## src/design/sms_pkg.sv

```systemverilog
// Contract
// - Turn-on: force switch off, check open
// - Then collect, enable demand, sign, release
// - Start snapshot from reset counter, zero
// - Turn-off: open, confirm, collect, sign
// - Feedback is NC aux; timely state
// - Feedback timeout half second, else invalid
// - Valid only if switching succeeded, else error
// - Drive is demand AND external enable
// - Closed contactor pulls pin low, else open
// - Controller holds enable high to permit closure
// - Enable path purely combinational, fast
// - Turn-off: open 2 s, sign 8 s
// - Turn-on: ground 9.7 s, sign 10 s
// - Sign at demand active, ignore enable
// - Early enable held off until collected
// - Late enable overridden by demand drop
// - Unused enable tied permanently high
// - Enable low before on; metadata first
// - Withdraw enable before turn-off command
// - Intermediate snapshots advance pagination counter
// - Controller switches load with enable
// - Status valid only after snapshot completes
package sms_pkg;
	localparam int CLK_HZ          = 50_000_000;
	localparam int MS_HZ           = 1000;
	localparam int FB_TIMEOUT_MS   = 500;
	localparam int SIGN_TIME_MS    = 150;
	localparam int TS_TICK_MS      = 1000;
	localparam int FB_TIMEOUT_CYC  = FB_TIMEOUT_MS * (CLK_HZ / MS_HZ);
	localparam int SIGN_CYC        = SIGN_TIME_MS * (CLK_HZ / MS_HZ);
	localparam int TS_TICK_CYC     = TS_TICK_MS * (CLK_HZ / MS_HZ);
	// Upper limits the sequence must meet
	localparam int ENA_OFF_MAX_MS  = 1;
	localparam int ENA_ON_MAX_MS   = 2;
	localparam int OFF_OPEN_MAX_MS = 2000;
	localparam int OFF_SIGN_MAX_MS = 8000;
	localparam int ON_GND_MAX_MS   = 9700;
	localparam int ON_SIGN_MAX_MS  = 10000;
	localparam int TMR_W           = 32;
	localparam int DATA_W          = 32;
	localparam int ADDR_W          = 8;
	localparam int PAGE_W          = 16;

	localparam logic FB_OPEN_LVL = 1'b1;
	localparam logic PIN_LOW     = 1'b0;

	typedef enum logic [3:0] {
		ST_IDLE = 4'h1,
		ST_OPEN = 4'h2,
		ST_COLL = 4'h4,
		ST_SIGN = 4'h8
	} sms_state_e;

	typedef enum logic [1:0] {
		SK_NONE  = 2'h0,
		SK_ON    = 2'h1,
		SK_OFF   = 2'h2,
		SK_INTER = 2'h3
	} sms_kind_e;

	localparam logic [1:0] ERR_NONE   = 2'h0;
	localparam logic [1:0] ERR_FB_TMO = 2'h1;

	localparam logic [ADDR_W-1:0] REG_CTRL   = 8'h00;
	localparam logic [ADDR_W-1:0] REG_CMD    = 8'h04;
	localparam logic [ADDR_W-1:0] REG_META   = 8'h08;
	localparam logic [ADDR_W-1:0] REG_STAT   = 8'h0C;
	localparam logic [ADDR_W-1:0] REG_ENERGY = 8'h10;
	localparam logic [ADDR_W-1:0] REG_PAGE   = 8'h14;
	localparam logic [ADDR_W-1:0] REG_TIME   = 8'h18;
	localparam logic [ADDR_W-1:0] REG_POWER  = 8'h1C;

	localparam int CTRL_ENA  = 0;
	localparam int CTRL_AUTO = 1;
	localparam int CMD_ON    = 0;
	localparam int CMD_OFF   = 1;
	localparam int CMD_SNAP  = 2;
	localparam int STAT_VAL  = 0;
	localparam int STAT_ERR  = 1;
	localparam int STAT_BUSY = 2;
	localparam int STAT_DEM  = 3;
	localparam int STAT_KIND = 4;
	localparam int STAT_CODE = 6;
	localparam int STAT_ENA  = 8;
	localparam int STAT_IO   = 12;

	localparam logic [1:0] RESP_OKAY   = 2'h0;
	localparam logic [1:0] RESP_SLVERR = 2'h2;
	localparam logic [DATA_W-1:0] ZERO_W = 32'h0000_0000;

	function automatic logic [DATA_W-1:0] sms_strb(input logic [DATA_W-1:0] old,
			input logic [DATA_W-1:0] wd, input logic [3:0] st);
		logic [DATA_W-1:0] r;
		r = old;
		for (int i = 0; i < 4; i++) begin
			if (st[i]) begin
				r[i*8 +: 8] = wd[i*8 +: 8];
			end
		end
		return r;
	endfunction
endpackage

```

## src/design/sms_link_if.sv

```systemverilog
`timescale 1ns/1ps
interface sms_link_if;
	import sms_pkg::*;
	logic              cmd_on;
	logic              cmd_off;
	logic              cmd_snap;
	logic              meta_we;
	logic [DATA_W-1:0] meta_data;
	logic              external_switch_enable;
	logic              snap_valid;
	logic              snap_error;
	sms_kind_e         snap_kind;
	logic [1:0]        snap_code;
	logic [DATA_W-1:0] snap_energy;
	logic [DATA_W-1:0] snap_power;
	logic [DATA_W-1:0] snap_meta;
	logic [DATA_W-1:0] snap_time;
	logic [PAGE_W-1:0] snap_page;
	logic [3:0]        snap_io;
	logic              busy;
	logic              demand;

	modport dev (
		input  cmd_on, cmd_off, cmd_snap, meta_we, meta_data, external_switch_enable,
		output snap_valid, snap_error, snap_kind, snap_code, snap_energy, snap_power,
		output snap_meta, snap_time, snap_page, snap_io, busy, demand
	);
	modport ctl (
		output cmd_on, cmd_off, cmd_snap, meta_we, meta_data, external_switch_enable,
		input  snap_valid, snap_error, snap_kind, snap_code, snap_energy, snap_power,
		input  snap_meta, snap_time, snap_page, snap_io, busy, demand
	);
endinterface // sms_link_if

```

## src/design/sms_device.sv

```systemverilog
// Implementation choices: register access over AXI4-Lite and the address map.
`timescale 1ns/1ps
module sms_device import sms_pkg::*; #(
	parameter int FB_CYC = FB_TIMEOUT_CYC,
	parameter int SG_CYC = SIGN_CYC,
	parameter int TS_CYC = TS_TICK_CYC
) (
	input  wire logic              aclk,
	input  wire logic              aresetn,
	input  wire logic              ce,
	sms_link_if.dev                link,
	input  wire logic              contactor_feedback_input,
	input  wire logic              energy_pulse,
	input  wire logic [DATA_W-1:0] meas_power,
	input  wire logic              switch_pin_i,
	output logic                   switch_pin_o,
	output logic                   switch_pin_oe_n
);
	sms_state_e        state_ff;
	sms_state_e        nxt_state;
	sms_kind_e         kind_ff;
	logic              demand_ff;
	logic              valid_ff;
	logic              error_ff;
	logic [1:0]        code_ff;
	logic [DATA_W-1:0] ref_ff;
	logic [DATA_W-1:0] energy_ff;
	logic [DATA_W-1:0] power_ff;
	logic [DATA_W-1:0] meta_ff;
	logic [DATA_W-1:0] snap_meta_ff;
	logic [DATA_W-1:0] ts_ff;
	logic [DATA_W-1:0] ts_pre_ff;
	logic [DATA_W-1:0] snap_ts_ff;
	logic [PAGE_W-1:0] page_ff;
	logic [3:0]        io_ff;
	logic              tmr_start;
	logic [TMR_W-1:0]  tmr_load;
	logic              tmr_done;
	logic              fb_open;
	logic              drive;
	logic              start_cmd;
	logic              snap_cmd;
	logic              idle;

	localparam logic [TMR_W-1:0]  FB_LOAD = TMR_W'(FB_CYC);
	localparam logic [TMR_W-1:0]  SG_LOAD = TMR_W'(SG_CYC);
	localparam logic [DATA_W-1:0] TS_LAST = DATA_W'(TS_CYC - 1);
	localparam logic [DATA_W-1:0] ONE_W   = DATA_W'(1);
	localparam logic [PAGE_W-1:0] ONE_P   = PAGE_W'(1);

	assign fb_open = (contactor_feedback_input == FB_OPEN_LVL);
	assign idle = (state_ff == ST_IDLE);
	assign start_cmd = idle & (link.cmd_on | link.cmd_off);
	assign snap_cmd = idle & link.cmd_snap & demand_ff & ~start_cmd;

	assign drive = demand_ff & link.external_switch_enable;
	assign switch_pin_o = PIN_LOW;
	assign switch_pin_oe_n = ~drive;

	sms_timer #(
		.W (TMR_W)
	) u_timer (
		.aclk    (aclk),
		.aresetn (aresetn),
		.ce      (ce),
		.start   (tmr_start),
		.load    (tmr_load),
		.done    (tmr_done)
	);

	always_comb begin
		nxt_state = state_ff;
		tmr_start = 1'b0;
		tmr_load  = FB_LOAD;
		unique case (state_ff)
			ST_IDLE: begin
				if (start_cmd) begin
					nxt_state = ST_OPEN;
					tmr_start = 1'b1;
				end else if (snap_cmd) begin
					nxt_state = ST_COLL;
				end
			end
			ST_OPEN: begin
				if (fb_open) begin
					nxt_state = ST_COLL;
				end else if (tmr_done) begin
					nxt_state = ST_IDLE;
				end
			end
			ST_COLL: begin
				nxt_state = ST_SIGN;
				tmr_start = 1'b1;
				tmr_load  = SG_LOAD;
			end
			ST_SIGN: begin
				if (tmr_done) begin
					nxt_state = ST_IDLE;
				end
			end
		endcase
	end

	always_ff @(posedge aclk) begin
		if (!aresetn) begin
			state_ff <= ST_IDLE;
		end else if (ce) begin
			state_ff <= nxt_state;
		end
	end

	// Turn-on beats turn-off if both arrive
	always_ff @(posedge aclk) begin
		if (!aresetn) begin
			kind_ff <= SK_NONE;
		end else if (ce) begin
			if (start_cmd) begin
				kind_ff <= link.cmd_on ? SK_ON : SK_OFF;
			end else if (snap_cmd) begin
				kind_ff <= SK_INTER;
			end
		end
	end

	always_ff @(posedge aclk) begin
		if (!aresetn) begin
			demand_ff <= 1'b0;
		end else if (ce) begin
			if (start_cmd) begin
				demand_ff <= 1'b0;
			end else if (state_ff == ST_COLL && kind_ff == SK_ON) begin
				demand_ff <= 1'b1;
			end
		end
	end

	always_ff @(posedge aclk) begin
		if (!aresetn) begin
			valid_ff <= 1'b0;
			error_ff <= 1'b0;
			code_ff  <= ERR_NONE;
		end else if (ce) begin
			if (start_cmd || snap_cmd) begin
				valid_ff <= 1'b0;
				error_ff <= 1'b0;
				code_ff  <= ERR_NONE;
			end else if (state_ff == ST_OPEN && !fb_open && tmr_done) begin
				error_ff <= 1'b1;
				code_ff  <= ERR_FB_TMO;
			end else if (state_ff == ST_SIGN && tmr_done) begin
				valid_ff <= 1'b1;
			end
		end
	end

	// Reference counter, runs in all states except ST_COLL of a turn-on, where it clears
	always_ff @(posedge aclk) begin
		if (!aresetn) begin
			ref_ff <= ZERO_W;
		end else if (ce) begin
			if (state_ff == ST_COLL && kind_ff == SK_ON) begin
				ref_ff <= ZERO_W;
			end else if (energy_pulse) begin
				ref_ff <= ref_ff + ONE_W;
			end
		end
	end

	// Free-running timestamp in ticks
	always_ff @(posedge aclk) begin
		if (!aresetn) begin
			ts_pre_ff <= ZERO_W;
			ts_ff     <= ZERO_W;
		end else if (ce) begin
			if (ts_pre_ff >= TS_LAST) begin
				ts_pre_ff <= ZERO_W;
				ts_ff     <= ts_ff + ONE_W;
			end else begin
				ts_pre_ff <= ts_pre_ff + ONE_W;
			end
		end
	end

	// Metadata only accepted between sequences
	always_ff @(posedge aclk) begin
		if (!aresetn) begin
			meta_ff <= ZERO_W;
		end else if (ce && idle && link.meta_we) begin
			meta_ff <= link.meta_data;
		end
	end

	always_ff @(posedge aclk) begin
		if (!aresetn) begin
			energy_ff    <= ZERO_W;
			power_ff     <= ZERO_W;
			snap_meta_ff <= ZERO_W;
			snap_ts_ff   <= ZERO_W;
			io_ff        <= 4'h0;
		end else if (ce && state_ff == ST_COLL) begin
			energy_ff    <= (kind_ff == SK_ON) ? ZERO_W : ref_ff;
			power_ff     <= meas_power;
			snap_meta_ff <= meta_ff;
			snap_ts_ff   <= ts_ff;
			io_ff        <= {contactor_feedback_input, switch_pin_i,
				link.external_switch_enable, demand_ff};
		end
	end

	always_ff @(posedge aclk) begin
		if (!aresetn) begin
			page_ff <= '0;
		end else if (ce && state_ff == ST_SIGN && tmr_done && kind_ff == SK_INTER) begin
			page_ff <= page_ff + ONE_P;
		end
	end

	assign link.snap_valid  = valid_ff;
	assign link.snap_error  = error_ff;
	assign link.snap_kind   = kind_ff;
	assign link.snap_code   = code_ff;
	assign link.snap_energy = energy_ff;
	assign link.snap_power  = power_ff;
	assign link.snap_meta   = snap_meta_ff;
	assign link.snap_time   = snap_ts_ff;
	assign link.snap_page   = page_ff;
	assign link.snap_io     = io_ff;
	assign link.busy        = ~idle;
	assign link.demand      = demand_ff;
endmodule // sms_device

```

## src/design/sms_timer.sv

```systemverilog
`timescale 1ns/1ps
module sms_timer import sms_pkg::*; #(
	parameter int W = TMR_W
) (
	input  wire logic         aclk,
	input  wire logic         aresetn,
	input  wire logic         ce,
	input  wire logic         start,
	input  wire logic [W-1:0] load,
	output logic              done
);
	localparam logic [W-1:0] ONE = W'(1);
	logic [W-1:0] cnt_ff;
	logic         run_ff;
	logic         done_ff;

	// Restart overrides a running count
	always_ff @(posedge aclk) begin
		if (!aresetn) begin
			cnt_ff  <= '0;
			run_ff  <= 1'b0;
			done_ff <= 1'b0;
		end else if (ce) begin
			done_ff <= 1'b0;
			if (start) begin
				cnt_ff <= load;
				run_ff <= 1'b1;
			end else if (run_ff) begin
				if (cnt_ff <= ONE) begin
					run_ff  <= 1'b0;
					done_ff <= 1'b1;
				end else begin
					cnt_ff <= cnt_ff - ONE;
				end
			end
		end
	end

	assign done = done_ff;
endmodule // sms_timer

```

## src/flat_wrapper.sv

```systemverilog
// flat-port wrapper written by rule: the top's interface ports become plain ports
module sms_device_flat import sms_pkg::*;
#(
	parameter int FB_CYC = FB_TIMEOUT_CYC,
	parameter int SG_CYC = SIGN_CYC,
	parameter int TS_CYC = TS_TICK_CYC
)
  (aclk, aresetn, ce, contactor_feedback_input, energy_pulse, meas_power, switch_pin_i, switch_pin_o, switch_pin_oe_n, link_cmd_on, link_cmd_off, link_cmd_snap, link_meta_we, link_meta_data, link_external_switch_enable, link_snap_valid, link_snap_error, link_snap_kind, link_snap_code, link_snap_energy, link_snap_power, link_snap_meta, link_snap_time, link_snap_page, link_snap_io, link_busy, link_demand);
  sms_link_if link_i ();
  input  wire logic aclk;
  input  wire logic aresetn;
  input  wire logic ce;
  input  wire logic contactor_feedback_input;
  input  wire logic energy_pulse;
  input  wire logic [DATA_W-1:0] meas_power;
  input  wire logic switch_pin_i;
  output logic switch_pin_o;
  output logic switch_pin_oe_n;
  input wire logic [$bits(link_i.cmd_on)-1:0] link_cmd_on;
  input wire logic [$bits(link_i.cmd_off)-1:0] link_cmd_off;
  input wire logic [$bits(link_i.cmd_snap)-1:0] link_cmd_snap;
  input wire logic [$bits(link_i.meta_we)-1:0] link_meta_we;
  input wire logic [$bits(link_i.meta_data)-1:0] link_meta_data;
  input wire logic [$bits(link_i.external_switch_enable)-1:0] link_external_switch_enable;
  output wire logic [$bits(link_i.snap_valid)-1:0] link_snap_valid;
  output wire logic [$bits(link_i.snap_error)-1:0] link_snap_error;
  output wire logic [$bits(link_i.snap_kind)-1:0] link_snap_kind;
  output wire logic [$bits(link_i.snap_code)-1:0] link_snap_code;
  output wire logic [$bits(link_i.snap_energy)-1:0] link_snap_energy;
  output wire logic [$bits(link_i.snap_power)-1:0] link_snap_power;
  output wire logic [$bits(link_i.snap_meta)-1:0] link_snap_meta;
  output wire logic [$bits(link_i.snap_time)-1:0] link_snap_time;
  output wire logic [$bits(link_i.snap_page)-1:0] link_snap_page;
  output wire logic [$bits(link_i.snap_io)-1:0] link_snap_io;
  output wire logic [$bits(link_i.busy)-1:0] link_busy;
  output wire logic [$bits(link_i.demand)-1:0] link_demand;
  assign link_i.cmd_on = link_cmd_on;
  assign link_i.cmd_off = link_cmd_off;
  assign link_i.cmd_snap = link_cmd_snap;
  assign link_i.meta_we = link_meta_we;
  assign link_i.meta_data = link_meta_data;
  assign link_i.external_switch_enable = link_external_switch_enable;
  assign link_snap_valid = link_i.snap_valid;
  assign link_snap_error = link_i.snap_error;
  assign link_snap_kind = link_i.snap_kind;
  assign link_snap_code = link_i.snap_code;
  assign link_snap_energy = link_i.snap_energy;
  assign link_snap_power = link_i.snap_power;
  assign link_snap_meta = link_i.snap_meta;
  assign link_snap_time = link_i.snap_time;
  assign link_snap_page = link_i.snap_page;
  assign link_snap_io = link_i.snap_io;
  assign link_busy = link_i.busy;
  assign link_demand = link_i.demand;
  sms_device #(.FB_CYC(FB_CYC), .SG_CYC(SG_CYC), .TS_CYC(TS_CYC)) u_core (.aclk(aclk), .aresetn(aresetn), .ce(ce), .link(link_i), .contactor_feedback_input(contactor_feedback_input), .energy_pulse(energy_pulse), .meas_power(meas_power), .switch_pin_i(switch_pin_i), .switch_pin_o(switch_pin_o), .switch_pin_oe_n(switch_pin_oe_n));
endmodule
```

## config.mk

```make
export PLATFORM = sky130hd
export DESIGN_NAME = sms_device_flat
export DESIGN_NICKNAME = d
export VERILOG_FILES = /design/src/design/sms_pkg.sv /design/src/design/sms_link_if.sv /design/src/design/sms_device.sv /design/src/design/sms_timer.sv /design/src/flat_wrapper.sv
export SDC_FILE = /design/constraint.sdc
export NUM_CORES = 1
export LEC_CHECK = 0
export BUFFER_PORTS_ARGS = -buffer_cell sky130_fd_sc_hd__buf_2
export CORE_ASPECT_RATIO = 2
export CORE_MARGIN = 2
export CORE_UTILIZATION = 56
export DETAILED_ROUTE_END_ITERATION = 10
export GPL_ROUTABILITY_DRIVEN = 0
export PLACE_DENSITY = 0.81
export SKIP_CTS_REPAIR_TIMING = 1
export SYNTH_ARGS = -nofsm -noshare
export SYNTH_HDL_FRONTEND = slang
export SYNTH_HIERARCHICAL = 1
export SYNTH_SLANG_ARGS = --single-unit
export TNS_END_PERCENT = 10
```

## constraint.sdc

```tcl
create_clock -name aclk -period 3.1 [get_ports aclk]
set_clock_uncertainty 0.05 [all_clocks]
set_input_delay 0.62 -clock aclk [delete_from_list [all_inputs] [get_ports aclk]]
set_output_delay 0.62 -clock aclk [all_outputs]
set_load 0.05 [all_outputs]
```

; ---- After elaboration in Yosys (flattened, before gate mapping)
; Index checks and enable logic that the tools add are counted.
[word_totals]
register_bits = 321
output_inout_bits = 158
wordCells = 103
[classes]
n_addsub = 5
n_lt_le_gt_ge = 2
n_eq_ne = 9
mux = 33
bitwise = 9
reduce_logical = 26
[op_table]
columns = operator, count
row1 = 32-bit 2-to-1 mux, 7
row2 = "32-bit by 1-bit adder with 32-bit output, second input constant", 3
row3 = "32-bit by 26-bit >= comparator with 1-bit output, second input constant", 1
row4 = "32-bit by 1-bit less-or-equal comparator with 1-bit output, second input constant", 1
row5 = "32-bit by 1-bit subtractor with 32-bit output, second input constant", 1
row6 = 25-bit 2-to-1 mux, 1
row7 = "16-bit by 1-bit adder with 16-bit output, second input constant", 1
row8 = 4-bit 2-to-1 mux, 4
row9 = 4-bit one-hot mux with 4 select lines, 1
row10 = 1-bit 2-to-1 mux, 14
row11 = 2-bit AND reduction, 6
row12 = 2-bit nonzero test, 6
row13 = 1-bit logical AND, 10
row14 = 2-bit 2-to-1 mux, 5
row15 = 3-bit AND reduction, 2
row16 = 1-bit AND, 5
row17 = "4-bit by 1-bit == test with 1-bit output, second input constant", 1
row18 = "4-bit by 2-bit == test with 1-bit output, second input constant", 1
row19 = "4-bit by 3-bit == test with 1-bit output, second input constant", 1
row20 = "4-bit == test, second input constant", 1
row21 = "2-bit by 1-bit != test with 1-bit output, second input constant", 2
row22 = "3-bit by 1-bit != test with 1-bit output, second input constant", 1
row23 = 1-bit NOT, 3
row24 = "2-bit by 1-bit == test with 1-bit output, second input constant", 1
row25 = 5 further kinds, 5

; ---- Longest topological paths before layout
[depth]
word_depth = 7
mapped_depth = 12

; ---- Hierarchy
; Netlist, hierarchy kept.
[by_module_without_submodules]
columns = module, instances, cells_per_inst, area_per_inst_um2, seq_area_each_um2
row1 = sms_device, 1, 1390, 11292.1, 5705.5
row2 = sms_timer, 1, 296, 2172.1, 680.7

; ---- Least setup slack after synthesis
; OpenSTA, ideal clock, no wires.
[synth_path]
kind = reg-to-reg
startpoint = register u_core.u_timer.cnt_ff[10]
endpoint = register u_core.u_timer.cnt_ff[22]
setup_time_ps = 87
t_arrival_ps = 2532
slack_ps = 431
stages_incl_launch_ff = 12
n_path_buf = 5
cell_sequence = dfxtp_1 buf_2 or4_1 buf_2 or4_1 buf_2 nor3_4 a21o_1 buf_4 buf_4 o211ai_1 o31ai_1
[synth_via]
elab_chain_cells = 4
[synth_lines]
columns = element, line
row1 = start: declaration, sms_timer.sv:13  ; logic [W-1:0] cnt_ff;
row2 = start signal: assignment, sms_timer.sv:26  ; cnt_ff <= load;
row3 = start signal: assignment, sms_timer.sv:33  ; cnt_ff <= cnt_ff - ONE;
row4 = 32-bit by 1-bit subtractor with 32-bit output, sms_timer.sv:33
row5 = 32-bit 2-to-1 mux, sms_timer.sv:29  ; if (cnt_ff <= ONE) begin
row6 = 32-bit 2-to-1 mux, sms_timer.sv:28  ; end else if (run_ff) begin
row7 = 32-bit 2-to-1 mux, sms_timer.sv:25  ; if (start) begin
; Several ways; a longest one is shown, not always the timed one. The select of a mux whose other input is x is not followed.
; A chain may end at the register's enable or synchronous reset.

; ---- Worst setup path in the final report
[layout_path]
startpoint = register u_core.u_timer.cnt_ff[10]
endpoint = register u_core.u_timer.cnt_ff[29]
; The elaborated chain is that of the path after synthesis.

==> impl_metrics.tcl <==
set metrics [dict create \
    met1_usage_pct 28.5 \
    ys_ff_latch 319 \
    grt_remaining_overflow 0 \
    synth_mux_area_share_pct 0.297 \
    synthXorXnorAreaFrac_pct 5.46 \
    clockBufferDepth 3 \
    rsz0062_at_grt "no" \
    die_area_um2 25400 \
    setup_tns_ns 0 \
    crit_top_cell "or4_1" \
    cp.arrival_ns 3.09 \
    netlist_instances 1686 \
    powerDensity_nw_per_um2 589 \
    drive_above_1_share_pct 17.6 \
    max_stage_delay_ns 0.61 \
    clk_pin_slew_ns 0.06 \
    leakage_nw 6.08 \
    num_rows 80 \
    grtUsageMet3_pct 3.37 \
    postSynthAreaPerCell_um2 7.99 \
    place_ws_ns 0.396 \
    antenna_found_initial 1 \
    initial_utilization_pct 56.8 \
    viasPerCell 5.75 \
    worstPathRequired_ns 3.47 \
    worst_setup_path_start_kind "register" \
    cts_root_buf "clkbuf_16" \
    design_area_um2 15800 \
    path_class "reg -> reg" \
    coreArea_um2 23700 \
    fin_crit_ns 2.71 \
    grt_pass1_wl_um 55600 \
    synth_edf_count 0 \
    slew_violations 0 \
    grt_pass1_vias 11800 \
    finalNetCount 1969 \
    htree_num_levels 1 \
    grt_max_degree 108 \
    via_count 12600 \
    min_from "link_cmd_on" \
    async_flop_share_pct 0 \
    timing.rr.end "u_core/u_timer/cnt_ff[29]" \
    grt_use_met2_pct 49.2 \
    cpLargestDelayFamily "simple AND/OR/NAND/NOR gates" \
    dominantRegCellSynth "dfxtp_1" \
    ys_seq_area_share_pct 47.4 \
    numClockSinks 319 \
    worst_pin_slew_ns 0.660 \
    worst_hold_path.endpoint "u_core/link.snap_kind[1]" \
    path_buf_inv 1 \
    synth_top_family_by_area "simple AND/OR/NAND/NOR gates" \
    rrSetupSlack_ns 0.39 \
    grt_use_total_pct 26.0 \
    fin_crit_sh_pct 87.6 \
    p_clk_share_pct 35.8 \
    status "complete, no violations" \
    reg2reg_depth 7 \
    drtIter0Drc 763 \
    synth_compound_area_share_pct 15.9 \
    grt.busiest_layer "met2" \
    synth_area_um2 13500 \
    die_y_um 223 \
    finalPower_mw 9.29 \
    tritoncts "done" \
    fmax_mhz 368 \
    p_sw_share_pct 28.3 \
    worstPathMaxFanout 8 \
    drt-pass1-iter-count 5 \
    internal_power_mw 6.66 \
    dp_hpwl_um 24000 \
    yosysUniqueCellTypes 66 \
    seq_power_share_pct 46.6 \
    p_switching_mw 2.63 \
    relSlewSlack_pct 56.0 \
    ir_drop_uv 476 \
    report.final.setup_viol 0 \
    syn_to_final_growth_pct 17.2 \
    synth_simple_gate_area_share_pct 26.2 \
    layout_common_cells "nand2_1, dfxtp_1, buf_2" \
    antenna_left 0 \
    final_common_cell "nand2_1" \
    io_buffers 230 \
    die_w_um 114 \
    placed_area_um2 14900 \
    numCtsBuffers 27 \
    drt_wl_total_um 34900 \
    crit_path_end_kind "register" \
    clk_latency_ns 0.55 \
    min_path_type "in -> reg" \
    synthAdderAreaFrac_pct 0.558 \
    drc_errors 0 \
    wl_per_cell_um 15.9 \
    holdWs_ns 0.235 \
    comb_power_share_pct 17.6 \
    finalHoldViolations 0 \
    r2r-start "u_core/u_timer/cnt_ff[10]" \
    crit_chain "or4_1 > or4_1 > buf_4 > nor4_4 > a21oi_1 > o211ai_1 > o31ai_1" \
    yosys_warnings 6 \
    drv_cap 0 \
    cp_slowest_cell "or4_1" \
    num_io_pins 233 \
    min_path_cells 2 \
    fin_ws_ns 0.385 \
]
## per-stage QoR
stage / std cells / utilization, %
final: 2190 / 66.5
after global routing: 2190 / 66.5
after CTS: 2189 / 66.5
after detailed placement: 2146 / 62.9
after global placement: 2146 / 62.9
after floorplan: 1710 / -
## kinds of logic (layout without fill, tap and decap cells)
kind of cell               after synthesis  in the layout
adders and majority gates                6              6
other                                    2             27
DFF                                    319            319
xor gates and xnor gates                84             84
buffers and inverters                  133            325
muxes                                    4              4
and+or+nand+nor                        780            780
AOI/OAI and AO/OA                      358            358
## Yosys cell counts, types with 4 or more instances
master     instances  share of area [%]
a2111oi_0          6               0.39
a2111oi_2          6               0.67
a211oi_1           8               0.45
a21oi_1          224                8.3
a22oi_1            5               0.28
a311oi_1           4               0.26
a31oi_1            6               0.28
and2_1            13               0.60
and3_1            20               0.93
and4_1            13               0.85
buf_2             19               0.71
buf_4              6               0.33
clkbuf_1          84                2.3
dfxtp_1          319                 47
ha_1               6               0.56
inv_1             19               0.53
mux2i_1            4               0.30
nand2_1          406                 11
nand2b_1           4               0.19
nand3_1           41                1.5
nand4_1           30                1.4
nor2_1           147                4.1
nor2b_1            4               0.19
nor3_1            33                1.2
nor4_1            15               0.70
o211ai_1          20                1.1
o21ai_0           24               0.89
o21ai_1            8               0.30
o31ai_1           21                1.2
or2_2              9               0.42
or3_1             16               0.74
or4_1             10               0.56
xnor2_1           43                2.8
xor2_1            41                2.7
## worst register-to-register path, stage by stage, from the launching register on
cell	delay (ns)
dfxtp_1	0.37
or4_1	0.56
or4_1	0.61
buf_4	0.20
nor4_4	0.39
a21oi_1	0.12
o211ai_1	0.18
o31ai_1	0.10
## flip-flops by register name, summed over array words and instances (netlist names), 2 cells and up
signal / cells
u_core/link.snap_energy: 32
u_core/link.snap_time: 32
u_core/ts_pre_ff: 32
u_core/ts_ff: 32
u_core/state_ff: 4
u_core/ref_ff: 32
u_core/u_timer/cnt_ff: 32
u_core/link.snap_meta: 32
u_core/link.snap_page: 16
u_core/meta_ff: 32
u_core/link.snap_kind: 2
u_core/link.snap_power: 32
u_core/link.snap_io: 4
## worst max path at each step
stage | from | end | cells past startpoint
floorplan | u_core/u_timer/cnt_ff[10] | u_core/u_timer/cnt_ff[22] | 11
detailed placement | u_core/u_timer/cnt_ff[10] | u_core/u_timer/cnt_ff[29] | 7
CTS | u_core/u_timer/cnt_ff[10] | u_core/u_timer/cnt_ff[29] | 7
global route | u_core/state_ff[3] | u_core/ref_ff[25] | 7
finish | u_core/u_timer/cnt_ff[10] | u_core/u_timer/cnt_ff[29] | 7
global placement | u_core/u_timer/cnt_ff[10] | u_core/u_timer/cnt_ff[31] | 7
## final cells by class
type	instances	area, um^2
Fill cell	1956	7950
Inverter	21	83.8
Clock buffer	36	759
Timing Repair Buffer	261	1450
Tap cell	287	359
Sequential cell	319	6390
Multi-Input combinational cell	1258	6650
Antenna cell	1	2.50
Clock inverter	7	90.1
## power by group through the flow
stage	registers [mW]	clock network (mW)	logic, mW
after floorplan	4.42	0	1.15
after global placement	4.41	0	1.57
after detailed placement	4.42	0	1.60
after CTS	4.32	3.39	1.61
after global routing	4.34	3.53	1.77
final	4.33	3.33	1.63
## routing by layer
metal	wire, um	share of wire (%)
met1	13100	38
met2	18500	53
met3	1980	5.7
met4	1330	3.8
met5	0	0
Note: power is estimated with default switching activity, not from simulation.
